===== src/rtl/rcod_pkg.sv =====
// constants and types of the reference clock output divider
//
// How it works
// generator runs only while module_enable is 1, stops when it is 0
// clock reaches reference_output_pin only while pin_output_enable is 1
// four-bit base_source_select picks the base clock; 0111 and above 1000 reserved
// nonzero integer_divisor N divides the base clock by 2N
// zero integer_divisor passes the base clock through, fraction_trim ignored; the system clock source 0000 comes out at half its rate
// output period is twice divisor plus trim, in base clock periods
// divider_switch_request applies new divisor and trim, hardware clears it
// software changes divisor or trim only while divider_switch_request reads 0
// clock_request_status reads 1 while running, cleared after turn-off completes
// software leaves control low alone while status is 1
// source change only after enable cleared and status cleared
// stop_in_idle set stops the reference clock during Idle
// run_in_sleep clear disables the reference output during Sleep
// Sleep output needs run_in_sleep and a source other than 0000 or 0001
// on Sleep, oscillators power down unless kept by enables or low-power RC
// software enables a configured source before selecting it
// trim steps of 1/512 added to the half-period divisor
// output toggles each half period; all control bits reset to zero
package rcod_pkg;

  // register byte offsets
  localparam logic [3:0] RCOD_OFS_CTRL_LOW = 4'h0;
  localparam logic [3:0] RCOD_OFS_DIVISOR  = 4'h4;
  localparam logic [3:0] RCOD_OFS_TRIM     = 4'h8;

  // control low and trim field positions
  localparam int RCOD_BIT_ENABLE     = 15;
  localparam int RCOD_BIT_STOP_IDLE  = 13;
  localparam int RCOD_BIT_PIN_OE     = 12;
  localparam int RCOD_BIT_RUN_SLEEP  = 11;
  localparam int RCOD_BIT_SWITCH_REQ = 9;
  localparam int RCOD_BIT_STATUS     = 8;
  localparam int RCOD_SEL_LSB        = 0;
  localparam int RCOD_TRIM_LSB       = 7;

  // widths and reset values
  localparam int RCOD_DIV_W  = 15;
  localparam int RCOD_TRIM_W = 9;
  localparam int RCOD_SEL_W  = 4;
  localparam logic [15:0] RCOD_RESET_VALUE = 16'h0000;

  // base source codes
  localparam logic [3:0] RCOD_SRC_SYSTEM    = 4'h0;
  localparam logic [3:0] RCOD_SRC_PERIPH    = 4'h1;
  localparam logic [3:0] RCOD_SRC_PRIMARY   = 4'h2;
  localparam logic [3:0] RCOD_SRC_FAST_RC   = 4'h3;
  localparam logic [3:0] RCOD_SRC_LP_RC     = 4'h4;
  localparam logic [3:0] RCOD_SRC_SECONDARY = 4'h5;
  localparam logic [3:0] RCOD_SRC_PLL       = 4'h6;
  localparam logic [3:0] RCOD_SRC_EXT_REF   = 4'h8;

  // number of external base clocks sampled
  localparam int RCOD_NUM_EXT = 7;

  typedef enum logic [1:0] {
    GEN_OFF,
    GEN_RUN,
    GEN_STOPPING
  } rcod_state_t;

endpackage


===== src/rtl/rcod_top.sv =====
// reference clock output divider with AHB-Lite register slave
`timescale 1ns/1ns

module rcod_top
  import rcod_pkg::*;
(
  // clock and reset
  input  wire logic        sys_clk_in,
  input  wire logic        rstn_in,
  // AHB-Lite slave
  input  wire logic        hsel_in,
  input  wire logic [31:0] haddr_in,
  input  wire logic [1:0]  htrans_in,
  input  wire logic        hwrite_in,
  input  wire logic [2:0]  hsize_in,
  input  wire logic [31:0] hwdata_in,
  input  wire logic        hready_in,
  output logic             hreadyout_out,
  output logic             hresp_out,
  output logic [31:0]      hrdata_out,
  // base clock pins, asynchronous to sys_clk_in
  input  wire logic        instr_cycle_clk_in,
  input  wire logic        primary_osc_clk_in,
  input  wire logic        fast_rc_clk_in,
  input  wire logic        low_power_rc_clk_in,
  input  wire logic        secondary_osc_clk_in,
  input  wire logic        pll_x8_clk_in,
  input  wire logic        external_reference_input_in,
  // power mode and oscillator configuration, same clock domain
  input  wire logic        idle_mode_in,
  input  wire logic        sleep_mode_in,
  input  wire logic        primary_mode_in,
  input  wire logic        primary_osc_sleep_enable_in,
  input  wire logic        secondary_osc_enable_in,
  input  wire logic        low_power_rc_in_use_in,
  // oscillator power controls
  output logic             primary_osc_power_out,
  output logic             secondary_osc_power_out,
  // reference output pin
  output logic             reference_output_pin_out,
  output logic             reference_output_pin_oe_out
);

  //////////////////////////////////////////////////////////////////////////////
  // register state

  logic                   module_enable_reg;
  logic                   stop_in_idle_reg;
  logic                   pin_output_enable_reg;
  logic                   run_in_sleep_reg;
  logic                   divider_switch_request_reg;
  logic                   clock_request_status_reg;
  logic [RCOD_SEL_W-1:0]  base_source_select_reg;
  logic [RCOD_DIV_W-1:0]  integer_divisor_reg;
  logic [RCOD_TRIM_W-1:0] fraction_trim_reg;

  // bus pipeline
  logic                   wr_pend_reg;
  logic                   rd_pend_reg;
  logic [3:0]             addr_reg;

  // generator
  rcod_state_t            state_reg;
  logic [RCOD_SEL_W-1:0]  active_sel_reg;
  logic [RCOD_DIV_W-1:0]  active_div_reg;
  logic [RCOD_TRIM_W-1:0] active_trim_reg;
  logic [RCOD_DIV_W-1:0]  count_reg;
  logic [RCOD_TRIM_W-1:0] frac_acc_reg;
  logic                   extra_reg;
  logic                   level_reg;

  // base clock sampling
  logic [RCOD_NUM_EXT-1:0] base_meta_reg;
  logic [RCOD_NUM_EXT-1:0] base_sync_reg;
  logic [RCOD_NUM_EXT-1:0] base_prev_reg;

  //////////////////////////////////////////////////////////////////////////////
  // functions

  function automatic logic [31:0] read_value(input logic [3:0] ofs);
    logic [31:0] v;
    v = 32'h0000_0000;
    unique case (ofs)
      RCOD_OFS_CTRL_LOW: begin
        v[RCOD_BIT_ENABLE]     = module_enable_reg;
        v[RCOD_BIT_STOP_IDLE]  = stop_in_idle_reg;
        v[RCOD_BIT_PIN_OE]     = pin_output_enable_reg;
        v[RCOD_BIT_RUN_SLEEP]  = run_in_sleep_reg;
        v[RCOD_BIT_SWITCH_REQ] = divider_switch_request_reg;
        v[RCOD_BIT_STATUS]     = clock_request_status_reg;
        v[RCOD_SEL_LSB +: RCOD_SEL_W] = base_source_select_reg;
      end
      RCOD_OFS_DIVISOR: v[RCOD_DIV_W-1:0] = integer_divisor_reg;
      RCOD_OFS_TRIM:    v[RCOD_TRIM_LSB +: RCOD_TRIM_W] = fraction_trim_reg;
      default:          v = 32'h0000_0000;
    endcase
    return v;
  endfunction

  // map a source code to its sampled clock index; system clock and reserved give none
  function automatic logic [3:0] src_index(input logic [RCOD_SEL_W-1:0] sel);
    logic [3:0] idx;
    idx = 4'hF;
    unique case (sel)
      RCOD_SRC_PERIPH:    idx = 4'h0;
      RCOD_SRC_PRIMARY:   idx = 4'h1;
      RCOD_SRC_FAST_RC:   idx = 4'h2;
      RCOD_SRC_LP_RC:     idx = 4'h3;
      RCOD_SRC_SECONDARY: idx = 4'h4;
      RCOD_SRC_PLL:       idx = 4'h5;
      RCOD_SRC_EXT_REF:   idx = 4'h6;
      default:            idx = 4'hF;
    endcase
    return idx;
  endfunction

  //////////////////////////////////////////////////////////////////////////////
  // AHB-Lite slave: writes take no wait, reads take one so they see a
  // write committed in the cycle before

  logic accept;
  logic wr_cycle;
  assign accept   = hsel_in & hready_in & htrans_in[1];
  assign wr_cycle = wr_pend_reg;

  always_ff @(posedge sys_clk_in) begin
    if (!rstn_in) begin
      wr_pend_reg <= 1'b0;
      rd_pend_reg <= 1'b0;
      addr_reg    <= 4'h0;
    end else begin
      wr_pend_reg <= accept & hwrite_in;
      rd_pend_reg <= accept & ~hwrite_in;
      if (accept) begin
        addr_reg <= haddr_in[3:0];
      end
    end
  end

  always_ff @(posedge sys_clk_in) begin
    if (!rstn_in) begin
      hreadyout_out <= 1'b1;
      hrdata_out    <= 32'h0000_0000;
    end else if (rd_pend_reg) begin
      hreadyout_out <= 1'b1;
      hrdata_out    <= read_value(addr_reg);
    end else begin
      hreadyout_out <= ~(accept & ~hwrite_in);
    end
  end

  // every response is OKAY, unmapped reads give zero and writes are dropped
  always_ff @(posedge sys_clk_in) begin
    hresp_out <= 1'b0;
  end

  //////////////////////////////////////////////////////////////////////////////
  // control registers

  always_ff @(posedge sys_clk_in) begin
    if (!rstn_in) begin
      module_enable_reg      <= RCOD_RESET_VALUE[RCOD_BIT_ENABLE];
      stop_in_idle_reg       <= RCOD_RESET_VALUE[RCOD_BIT_STOP_IDLE];
      pin_output_enable_reg  <= RCOD_RESET_VALUE[RCOD_BIT_PIN_OE];
      run_in_sleep_reg       <= RCOD_RESET_VALUE[RCOD_BIT_RUN_SLEEP];
      base_source_select_reg <= RCOD_RESET_VALUE[RCOD_SEL_W-1:0];
      integer_divisor_reg    <= RCOD_RESET_VALUE[RCOD_DIV_W-1:0];
      fraction_trim_reg      <= RCOD_RESET_VALUE[RCOD_TRIM_W-1:0];
    end else if (wr_cycle) begin
      if (addr_reg == RCOD_OFS_CTRL_LOW) begin
        module_enable_reg      <= hwdata_in[RCOD_BIT_ENABLE];
        stop_in_idle_reg       <= hwdata_in[RCOD_BIT_STOP_IDLE];
        pin_output_enable_reg  <= hwdata_in[RCOD_BIT_PIN_OE];
        run_in_sleep_reg       <= hwdata_in[RCOD_BIT_RUN_SLEEP];
        base_source_select_reg <= hwdata_in[RCOD_SEL_LSB +: RCOD_SEL_W];
      end
      if (addr_reg == RCOD_OFS_DIVISOR) begin
        integer_divisor_reg <= hwdata_in[RCOD_DIV_W-1:0];
      end
      if (addr_reg == RCOD_OFS_TRIM) begin
        fraction_trim_reg <= hwdata_in[RCOD_TRIM_LSB +: RCOD_TRIM_W];
      end
    end
  end

  //////////////////////////////////////////////////////////////////////////////
  // base clock sampling and tick selection

  always_ff @(posedge sys_clk_in) begin
    if (!rstn_in) begin
      base_meta_reg <= '0;
      base_sync_reg <= '0;
      base_prev_reg <= '0;
    end else begin
      base_meta_reg <= {external_reference_input_in, pll_x8_clk_in,
                        secondary_osc_clk_in, low_power_rc_clk_in,
                        fast_rc_clk_in, primary_osc_clk_in, instr_cycle_clk_in};
      base_sync_reg <= base_meta_reg;
      base_prev_reg <= base_sync_reg;
    end
  end

  logic [3:0] idx;
  logic       base_tick;
  logic       base_level;

  // system clock counts one base period per sys_clk cycle; reserved codes stall
  always_comb begin
    idx        = src_index(active_sel_reg);
    base_tick  = 1'b0;
    base_level = 1'b0;
    if (active_sel_reg == RCOD_SRC_SYSTEM) begin
      base_tick  = 1'b1;
      base_level = ~level_reg;
    end else if (idx != 4'hF) begin
      base_tick  = base_sync_reg[idx[2:0]] & ~base_prev_reg[idx[2:0]];
      base_level = base_sync_reg[idx[2:0]];
    end
  end

  //////////////////////////////////////////////////////////////////////////////
  // run gating by enable and power modes

  logic run_req;
  logic sleep_block;
  assign sleep_block = sleep_mode_in & (~run_in_sleep_reg
                       | (base_source_select_reg == RCOD_SRC_SYSTEM)
                       | (base_source_select_reg == RCOD_SRC_PERIPH));
  assign run_req = module_enable_reg
                 & ~(idle_mode_in & stop_in_idle_reg)
                 & ~sleep_block;

  //////////////////////////////////////////////////////////////////////////////
  // divider

  logic                 pass_through;
  logic                 boundary;
  logic [RCOD_DIV_W:0]  target;
  logic [RCOD_DIV_W:0]  count_inc;
  logic [RCOD_TRIM_W:0] frac_sum;

  assign pass_through = (active_div_reg == '0);
  assign target       = {1'b0, active_div_reg} + {{RCOD_DIV_W{1'b0}}, extra_reg};
  assign count_inc    = {1'b0, count_reg} + {{RCOD_DIV_W{1'b0}}, 1'b1};
  assign boundary     = base_tick & ~pass_through & (count_inc >= target);
  assign frac_sum     = {1'b0, frac_acc_reg} + {1'b0, active_trim_reg};

  // a pending switch takes effect at a half-period boundary, while off, or at once in pass-through
  logic apply_switch;
  assign apply_switch = divider_switch_request_reg
                      & ((state_reg == GEN_OFF) | boundary | pass_through);

  always_ff @(posedge sys_clk_in) begin
    if (!rstn_in) begin
      divider_switch_request_reg <= 1'b0;
    end else if (wr_cycle & (addr_reg == RCOD_OFS_CTRL_LOW)
                 & hwdata_in[RCOD_BIT_SWITCH_REQ]) begin
      divider_switch_request_reg <= 1'b1; // software set wins over the clear
    end else if (apply_switch) begin
      divider_switch_request_reg <= 1'b0;
    end
  end

  always_ff @(posedge sys_clk_in) begin
    if (!rstn_in) begin
      active_div_reg  <= '0;
      active_trim_reg <= '0;
    end else if (apply_switch | (state_reg == GEN_OFF)) begin
      active_div_reg  <= integer_divisor_reg;
      active_trim_reg <= fraction_trim_reg;
    end
  end

  // source is only taken over while stopped, so a live change cannot glitch
  always_ff @(posedge sys_clk_in) begin
    if (!rstn_in) begin
      active_sel_reg <= '0;
    end else if (state_reg == GEN_OFF) begin
      active_sel_reg <= base_source_select_reg;
    end
  end

  always_ff @(posedge sys_clk_in) begin
    if (!rstn_in) begin
      count_reg    <= '0;
      frac_acc_reg <= '0;
      extra_reg    <= 1'b0;
      level_reg    <= 1'b0;
    end else if (state_reg == GEN_OFF) begin
      count_reg    <= '0;
      frac_acc_reg <= '0;
      extra_reg    <= 1'b0;
      level_reg    <= 1'b0;
    end else if (pass_through) begin
      level_reg <= base_level;
      count_reg <= '0;
    end else if (boundary) begin
      level_reg    <= ~level_reg;
      count_reg    <= '0;
      frac_acc_reg <= frac_sum[RCOD_TRIM_W-1:0];
      extra_reg    <= frac_sum[RCOD_TRIM_W];
    end else if (base_tick) begin
      count_reg <= count_inc[RCOD_DIV_W-1:0];
    end
  end

  //////////////////////////////////////////////////////////////////////////////
  // turn-on and turn-off handshake

  // stopping waits for the output to sit low so the last pulse is never cut
  always_ff @(posedge sys_clk_in) begin
    if (!rstn_in) begin
      state_reg                <= GEN_OFF;
      clock_request_status_reg <= 1'b0;
    end else begin
      unique case (state_reg)
        GEN_OFF: begin
          if (run_req) begin
            state_reg                <= GEN_RUN;
            clock_request_status_reg <= 1'b1;
          end
        end
        GEN_RUN: begin
          if (!run_req) begin
            state_reg <= GEN_STOPPING;
          end
        end
        GEN_STOPPING: begin
          if (!level_reg) begin
            state_reg                <= GEN_OFF;
            clock_request_status_reg <= 1'b0;
          end
        end
      endcase
    end
  end

  //////////////////////////////////////////////////////////////////////////////
  // pin and oscillator power outputs

  logic osc_keep;
  assign osc_keep = (primary_mode_in & primary_osc_sleep_enable_in)
                  | secondary_osc_enable_in | low_power_rc_in_use_in;

  always_ff @(posedge sys_clk_in) begin
    if (!rstn_in) begin
      reference_output_pin_out    <= 1'b0;
      reference_output_pin_oe_out <= 1'b0;
      primary_osc_power_out       <= 1'b1;
      secondary_osc_power_out     <= 1'b1;
    end else begin
      reference_output_pin_out    <= level_reg & pin_output_enable_reg
                                   & (state_reg != GEN_OFF);
      reference_output_pin_oe_out <= pin_output_enable_reg;
      primary_osc_power_out       <= ~sleep_mode_in | osc_keep;
      secondary_osc_power_out     <= ~sleep_mode_in | osc_keep;
    end
  end

endmodule


===== config.mk =====
export PLATFORM = sky130hd
export DESIGN_NAME = rcod_top
export DESIGN_NICKNAME = d
export VERILOG_FILES = /design/src/rtl/rcod_pkg.sv /design/src/rtl/rcod_top.sv
export SDC_FILE = /design/constraint.sdc
export NUM_CORES = 1
export LEC_CHECK = 0
export ABC_AREA = 1
export BUFFER_PORTS_ARGS = -buffer_cell sky130_fd_sc_hd__buf_2
export CAP_MARGIN = 20
export CORE_MARGIN = 2
export CORE_UTILIZATION = 45
export DETAILED_ROUTE_END_ITERATION = 10
export GPL_TIMING_DRIVEN = 0
export PLACE_DENSITY = 0.67
export SLEW_MARGIN = 15
export SYNTH_ARGS = -nofsm -noshare
export SYNTH_HDL_FRONTEND = slang
export SYNTH_SLANG_ARGS = --single-unit

===== constraint.sdc =====
create_clock -name sys_clk_in -period 3.6 [get_ports sys_clk_in]
set_input_delay 0.72 -clock sys_clk_in [delete_from_list [all_inputs] [get_ports sys_clk_in]]
set_output_delay 0.72 -clock sys_clk_in [all_outputs]
set_load 0.01 [all_outputs]

==> Yosys cells after proc, flatten, opt, wreduce, memory -nomap -nowiden <==
Index checks and enable logic that the tools add are counted.
{ "word_totals": {"regBits": 137, "in_bits": 87, "out_inout_bits": 38, "wordCells": 130} }
{ "classes": {"addsub": 3, "n_lt_le_gt_ge": 2, "eq_ne": 16, "mux": 28, "n_bitwise": 35, "n_reduce_logical": 18} }
{ "op_table": {"columns": ["cell", "count"], "rows": [
  ["4-bit one-hot mux with 7 select lines", 1],
  ["1-bit AND", 17],
  ["15-bit by 1-bit adder with 16-bit output", 1],
  ["15-bit by 1-bit adder with 16-bit output, second input constant", 1],
  ["4-bit by 3-bit equality test with 1-bit output, second input constant", 4],
  ["16-bit >= comparator", 1],
  ["15-bit logical NOT", 1],
  ["4-bit logical NOT", 3],
  ["1-bit two-way mux", 12],
  ["2-bit one-hot mux with 3 select lines", 2],
  ["9-bit by 9-bit adder with 10-bit output", 1],
  ["1-bit NOT", 10],
  ["1-bit one-hot mux with 2 select lines", 5],
  ["3-bit one-hot mux with 3 select lines", 1],
  ["4-bit by 1-bit equality test with 1-bit output, second input constant", 2],
  ["4-bit by 2-bit equality test with 1-bit output, second input constant", 2],
  ["4-bit equality test, second input constant", 2],
  ["1-bit bitwise OR", 8],
  ["4-bit one-hot mux with 2 select lines", 1],
  ["2-bit AND reduction", 4],
  ["2-bit nonzero test", 4],
  ["1-bit binary-select mux with 3-bit select", 2],
  ["2-bit two-way mux", 3],
  ["2-bit != test, second input constant", 3],
  ["other kinds (9)", 11]
]} }

==> Logic depth before layout (Yosys ltp) <==
Gate-level depths: netlist of run 1.
{ "logic_depth": {"word_depth": 15, "ltp_mapped": 25, "ltp_nobuf": 24} }

==> Least setup slack after synthesis of run 1 <==
No wires, ideal clock.
{ "synth_path": {"path_type": "reg-to-reg", "start": "register active_div_reg[0]", "end": "register active_div_reg[10]", "setup_time_ps": 115, "arrival_ps": 3147, "required_ps": 3485, "path_slack_ps": 338, "path_stages_with_launch": 26, "n_path_buf": 1, "synth_period_minus_slack_ps": 3262, "path_cell_list": "dfxtp_1 ha_1 ha_1 nand2_1 nor3_1 nand2_1 nor3_1 nand2_1 nor2_1 xor2_1 inv_1 ha_1 nand2_1 inv_1 nand3_1 nor3_1 nand3_1 nand3_1 nand2_1 inv_1 nand2_4 nand2_2 buf_2 nand3_1 nand2_1 nor2_1"} }
{ "synth_between": {"elab_chain_cells": 8, "word_cells_on_any_way": 10, "classes_between": "add/sub: 1; order compare: 1; bitwise: 7; reduce/logical: 1"} }
{ "synth_rtl": {"columns": ["item", "line_no", "rtl"], "rows": [
  ["from (decl)", "rcod_top.sv:65", "logic [RCOD_DIV_W-1:0] active_div_reg;"],
  ["from (signal assigned)", "rcod_top.sv:269", "active_div_reg <= integer_divisor_reg;"],
  ["parallel branches: the longest is 5 deep, another holds 15-bit by 1-bit adder with 16-bit output", null, null],
  ["1-bit bitwise OR (*)", "rcod_top.sv:251", "& ((state_reg == GEN_OFF) | boundary | pass_through);"],
  ["1-bit AND (*)", "rcod_top.sv:251", null],
  ["1-bit bitwise OR (*)", "rcod_top.sv:268", "end else if (apply_switch | (state_reg == GEN_OFF)) begin"]
]} }
Every way passes the cells marked *.
A chain may end at the register's enable or synchronous reset.

==> Final worst setup path of run 1 <==
{ "layout_path": {"start": "register extra_reg", "end": "register active_trim_reg[6]"} }
{ "layout_between": {"elab_chain_cells": 7} }
{ "layout_rtl": {"columns": ["item", "line_no", "rtl"], "rows": [
  ["from (decl)", "rcod_top.sv:69", "logic extra_reg;"],
  ["from (signal assigned)", "rcod_top.sv:301", "extra_reg <= frac_sum[RCOD_TRIM_W];"],
  ["15-bit by 1-bit adder with 16-bit output", "rcod_top.sv:243", "assign target = {1'b0, active_div_reg} + {{RCOD_DIV_W{1'b0}}, extra_reg};"],
  ["16-bit >= comparator", "rcod_top.sv:245", "assign boundary = base_tick & ~pass_through & (count_inc >= target);"],
  ["1-bit AND", "rcod_top.sv:245", null],
  ["1-bit bitwise OR (2 in a row)", "rcod_top.sv:251", null],
  ["1-bit AND", "rcod_top.sv:251", null],
  ["1-bit bitwise OR", "rcod_top.sv:268", null],
  ["to (signal assigned)", "rcod_top.sv:270", "active_trim_reg <= fraction_trim_reg;"],
  ["to (decl)", "rcod_top.sv:66", "logic [RCOD_TRIM_W-1:0] active_trim_reg;"]
]} }
Every way passes these cells.

==> results of run 1 <==
[worst max-delay path by stage]
stage / start / end / slack (ps) / depth (start not counted)
2_1_floorplan: active_div_reg[0] / active_div_reg[10] / 340 / 25
3_3_place_gp: extra_reg / frac_acc_reg[6] / -180 / 22
3_5_place_dp: extra_reg / frac_acc_reg[6] / -250 / 22
4_1_cts: extra_reg / active_trim_reg[7] / 50 / 23
5_1_grt: active_div_reg[0] / active_div_reg[12] / -110 / 23
6_report: extra_reg / active_trim_reg[6] / 180 / 22
[what timing repair did]
action,in CTS,in global routing
pin swaps,2,26
gates cloned,0,3
setup endpoints to repair,44,51
setup buffers,1,5
gates resized for setup,6,43
[where the power goes]
part	internal, mW	switching [mW]
Clock	1.14	0.679
Sequential	1.69	0.144
Combinational	1.00	1.62
Total	3.82	2.44
[critical path, stage by stage (launching register included)]
cell and delay (ps):
dfxtp_4 370, ha_4 150, nand3_2 100, nor2_2 160, nand3_2 110, or3_4 360
nor2_4 130, nand3_2 80, nand3b_1 190, ha_1 320, nand2_1 90, buf_4 100
o21ai_0 100, a21oi_2 150, nand3_2 110, nand2_4 80, inv_2 50, nand2_4 80
nand2_4 80, buf_8 170, clkbuf_16 160, a21oi_1 130, nor2_1 50
[layout make-up]
class                      count  area (um^2)  share of cell area
sequential                   137         2751              0.3362
clock buffer                  20        456.7             0.05580
buffer                        55        331.6             0.04051
multi-input combinational    595         3366              0.4113
clock inverter                12        162.7             0.01987
timing repair buffer          68        395.4             0.04831
tap                          184        230.2             0.02813
inverter                     130        490.5             0.05993
[kinds of logic after synthesis]
logic type	count (synthesis)	share of synthesized area
compound gates	213	0.1703
buf+inv	185	0.1185
xor+xnor	28	0.03664
simple gates	305	0.2032
flops	137	0.4098
other cells	1	0.0005603
fa+ha+maj	32	0.06095
[synthesized netlist by cell type (all sizes together)]
library cell	n
dfxtp	137
or2	2
nor2	65
a21o	2
clkbuf	27
buf	28
fa	1
o21ai	77
xor2	21
ha	31
nor3	9
o211ai	1
a221oi	1
nand4	10
o22ai	2
and3	2
a211oi	1
o221ai	12
o31ai	1
nand3b	1
nor4	3
a21oi	115
clkinv	3
o21bai	1
nand2	147
nor3b	1
xnor2	7
nor4b	1
or3	1
nand3	63
inv	127
conb	1
[layer usage]
metal	vias up	track usage	part of all wire
li1	3134	-	-
met1	2713	0.2560	0.45
met2	167	0.3444	0.47
met3	32	0.04970	0.047
met4	0	0.08597	0.025
met5	-	0	0
[metrics by stage]
step | instance area [um^2] | hold slack (ps)
floorplan | 6753 | 390.5
global route | 8184 | 440.7
detailed placement | 7278 | 396.6
global placement | 7278 | 396.2
finish | 8184 | 406.2
CTS | 7933 | 407.2
==> flow_summary.toml, run 1 <==
[run_status]
status = "complete, no violations"

[run]
maxCapViolCount = 0

[sta]
period_needed_ps = 3422
report.final.slew_viol_count = 0
tns_ps = 0
finalClockSkew_ps = 7.649
setup_ws_ps = 178.2
fmax_mhz = 292.2
timing.final.hold_violations = 0
tightest_slew_ps = 788.1
slew_headroom = 0.4705
period_share = 0.9505
grt_setup_unrepaired = "true"
setup_viol = 0

[floorplan]
num_io_pins = 125
die_x_um = 126.0
core_um2 = 14530
die-area_um2 = 15860
start_util = 0.4605
std_cell_rows = 44
die_y_um = 126.0

[layout]
final_util = 0.5631
layout.cells.most_common = "nand2_1"
syn_to_final_growth_pct = 22.28
n_fill_cell = 1411
drive_above_1_share = 0.1642
final_nets = 1123
final_cell_mix = "nand2_1, dfxtp_1, inv_1"
top_register = "hrdata_out"
stdcell_count = 1201
largest_register_ffs = 16
diodes = 0

[hold_path]
hold_class = "reg -> reg"
hold_depth = 2
worstHoldStart = "base_meta_reg[3]"
hold_end = "base_sync_reg[3]"

[grt]
grt_pass1_vias = 5680
grt_max_degree = 17
grt-ovfl-total = 0
grt_pass1_wl_um = 26670
antenna_found_initial = 0
grt_usage = 0.2065

[logic_synthesis]
synth_cell_types = 45
yosysWarnings = 0
postSynthCellCount = 901
ys_ff_latch = 137
syn-cell-area_um2 = 6693
avgSynthCellArea_um2 = 7.428
yosys-top-cells-area = "dfxtp_1, a21oi_1, nand2_1"
ys_seq_area_frac = 0.4098
synth_area_leader_cell = "dfxtp_1"
yosys.area.top_type_share = 0.4098

[clocking]
htree_num_levels = 4
clockBufferDepth = 2
clk_pin_slew_ps = 60
cts.sinks = 137
hold_buffers = 0
clockRootBuffer = "clkbuf_16"
cts_tree = "built"
numCtsBuffers = 17
worstSkewPairLatency_ps = 420

[route]
via_per_inst = 5.034
wl_um = 16230
first_pass_iters = 5
drt_iter0_drc = 244
wl_per_cell_um = 13.51
vias = 6046
antenna_left = 0
drc = 0

[placement]
place.gp.congestion = 0.8600
place_ws_ps = -251.2
place_inst = 1160
dpl.hpwl_um = 11780
io_buffers = 59

[power_and_ir_drop]
p_leak_nw = 3.750
power.total_mw = 6.263
ir_drop_v = 0.0003776
powerDensity_nw_per_um2 = 765.3

[setup_path]
cp_data_arrival_time_ps = 3730
cp-end-kind = "register"
timing.reg2reg.setup_slack_ps = 180
rr_endpoint = "active_trim_reg[6]"
critPathKind = "reg -> reg"
crit_fanout = 7
r2r_cells = 22
crit_required_ps = 3910
r2r-start = "extra_reg"
start_kind = "register"
(Power assumes the default switching activity.)
==> run 2: changes to the inputs <==
ABC_AREA = default   (was 1)
==> flow_summary.toml, run 2 <==
[power_and_ir_drop]
ir_drop_v = 0.0003102
power.total_mw = 3.808
p_leak_nw = 3.186
powerDensity_nw_per_um2 = 475.6

[floorplan]
num_io_pins = 125
die_x_um = 126.1
start_util = 0.4619
core_um2 = 14530
std_cell_rows = 44
die_y_um = 126.1
die-area_um2 = 15910

[setup_path]
start_kind = "register"
cp-end-kind = "register"
critPathKind = "reg -> reg"
cp_data_arrival_time_ps = 3650
crit_fanout = 10
crit_required_ps = 3890

[grt]
grt_max_degree = 17
grt_usage = 0.2091
grt_pass1_vias = 5288
grt_pass1_wl_um = 26690
antenna_found_initial = 0
grt-ovfl-total = 0

[route]
drt_iter0_drc = 353
wl_um = 16250
antenna_left = 0
via_per_inst = 5.246
drc = 0
first_pass_iters = 5
vias = 5618
wl_per_cell_um = 15.17

[layout]
final_cell_mix = "dfxtp_1, nand2_1, a21oi_1, buf_2, nor2_1"
syn_to_final_growth_pct = 19.25
fin_area_um2 = 8006
layout.cells.most_common = "dfxtp_1"
top_register = "hrdata_out"
largest_register_ffs = 16
final_nets = 993
drive_above_1_share = 0.1657
diodes = 0
n_fill_cell = 1395

[logic_synthesis]
synth.top_cells.by_count = "dfxtp_1, nand2_1, a21oi_1"
synth_area_leader_cell = "dfxtp_1"
avgSynthCellArea_um2 = 8.630
yosys.area.top_type_share = 0.4085
synth_edf_count = 0
ys_seq_area_frac = 0.4085
yosysWarnings = 0
postSynthCellCount = 778
synth_cell_types = 62
ys_async_sr_fraction = 0
yosys-top-cells-area = "dfxtp_1, nand2_1, mux2i_1"
yosysMostFrequentCell = "dfxtp_1"
synth_flop_cell = "dfxtp_1"
ys_ff_latch = 137
syn-cell-area_um2 = 6714

[sta]
timing.final.hold_violations = 0
setup_viol = 0
finalClockSkew_ps = 8.589
period_share = 0.9312
period_needed_ps = 3352
report.final.slew_viol_count = 0
grt_setup_unrepaired = "false"
slew_headroom = 0.4885
fmax_mhz = 298.3
tightest_slew_ps = 765.2

[clocking]
numCtsBuffers = 17
clockBufferDepth = 2
clk_pin_slew_ps = 60
cts.sinks = 137
htree_num_levels = 4
cts_tree = "built"
hold_buffers = 0
worstSkewPairLatency_ps = 420
clockRootBuffer = "clkbuf_16"

[run]
maxCapViolCount = 0

[run_status]
status = "complete, no violations"

[placement]
io_buffers = 59
placed_cell_area_um2 = 7333
dpl.hpwl_um = 12030
place.gp.congestion = 0.8329

[hold_path]
hold_class = "reg -> reg"
## run 2: cell count changes after synthesis, moves of 12 or more
cell,previous run,this run
mux2i_1,0,41
o221ai_1,12,0
nand3_1,60,34
o21ai_0,71,16
inv_1,125,16
nand2_1,141,122
and2_1,0,25
a21oi_1,114,61
## run 2: critical path: stages (launching register included)
cell,delay (ps)
dfxtp_1,440
ha_2,260
and3_2,240
and3_2,260
nand3_1,130
xnor2_1,160
ha_1,300
nand2_1,60
o21ai_1,240
a21oi_1,110
nor3_2,330
o21ba_2,270
clkbuf_4,210
a22oi_1,160
nor2_1,50
## run 2: layer usage
metal,vias up,wire length (um),track usage
li1,2886,-,-
met1,2550,7592,0.2757
met2,157,7466,0.3390
met3,25,812,0.04121
met4,0,379,0.08016
met5,-,0,0
## run 2: area by class of cell
| class | instances | area (um^2) | area share |
|---|---|---|---|
| plain buffers | 59 | 341.6 | 0.04266 |
| clock buffers | 20 | 456.7 | 0.05704 |
| clock inverters | 12 | 162.7 | 0.02032 |
| inverters | 18 | 67.56 | 0.008439 |
| multi-input cells | 577 | 3671 | 0.4585 |
| flip-flops and latches | 137 | 2744 | 0.3427 |
| well taps | 184 | 230.2 | 0.02875 |
| repair buffers | 64 | 332.8 | 0.04157 |
## run 2: path summary, 6_finish.rpt
kind	startpoint	end	slack, ps	depth (start not counted)
worst max-delay path	count_reg[0]	count_reg[1]	250	14
worst min-delay path	base_meta_reg[3]	base_sync_reg[3]	430	1
worst max register to register	count_reg[0]	count_reg[1]	250	14
worst min register to register	base_meta_reg[3]	base_sync_reg[3]	430	1
## run 2: cell families (layout without fill, tap and decap cells)
group                      after synthesis  count (layout)  synth area share
muxes                                   43              43           0.06448
xor gates and xnor gates                34              34           0.04435
DFF                                    137             137            0.4085
adders and majority gates               32              32           0.06075
other                                    1              17         0.0005585
and+or+nand+nor                        308             308            0.2169
AOI/OAI and AO/OA                      143             143            0.1429
buffers and inverters                   80             173           0.06150
## run 2: timing repair
| item | in CTS | in global routing |
|---|---|---|
| pin swaps | 2 | 1 |
| endpoints found under the setup margin | 51 | 51 |
| gates resized for setup | 8 | 8 |
| buffers inserted | 3 | 0 |
## run 2: where the power goes
group / internal (mW) / switching [mW] / total (mW)
Clock: 1.13 / 0.681 / 1.81
Combinational: 0.190 / 0.228 / 0.418
Sequential: 1.55 / 0.0287 / 1.58
## run 2: per-stage QoR
stage | setup WS (ps) | setup TNS [ps] | hold slack [ps] | instances | util
4_1_cts | 63.08 | 0 | 432.2 | 1073 | 0.5499
3_5_place_dp | -290.2 | -9582 | 418.7 | 1039 | 0.5046
3_3_place_gp | -214.2 | -5775 | 414.7 | 1037 | 0.5022
6_report | 247.8 | 0 | 429.5 | 1071 | 0.5509
2_1_floorplan | 287.9 | 0 | 411.9 | 794 | -
5_1_grt | 22.27 | 0 | 441.4 | 1071 | 0.5509
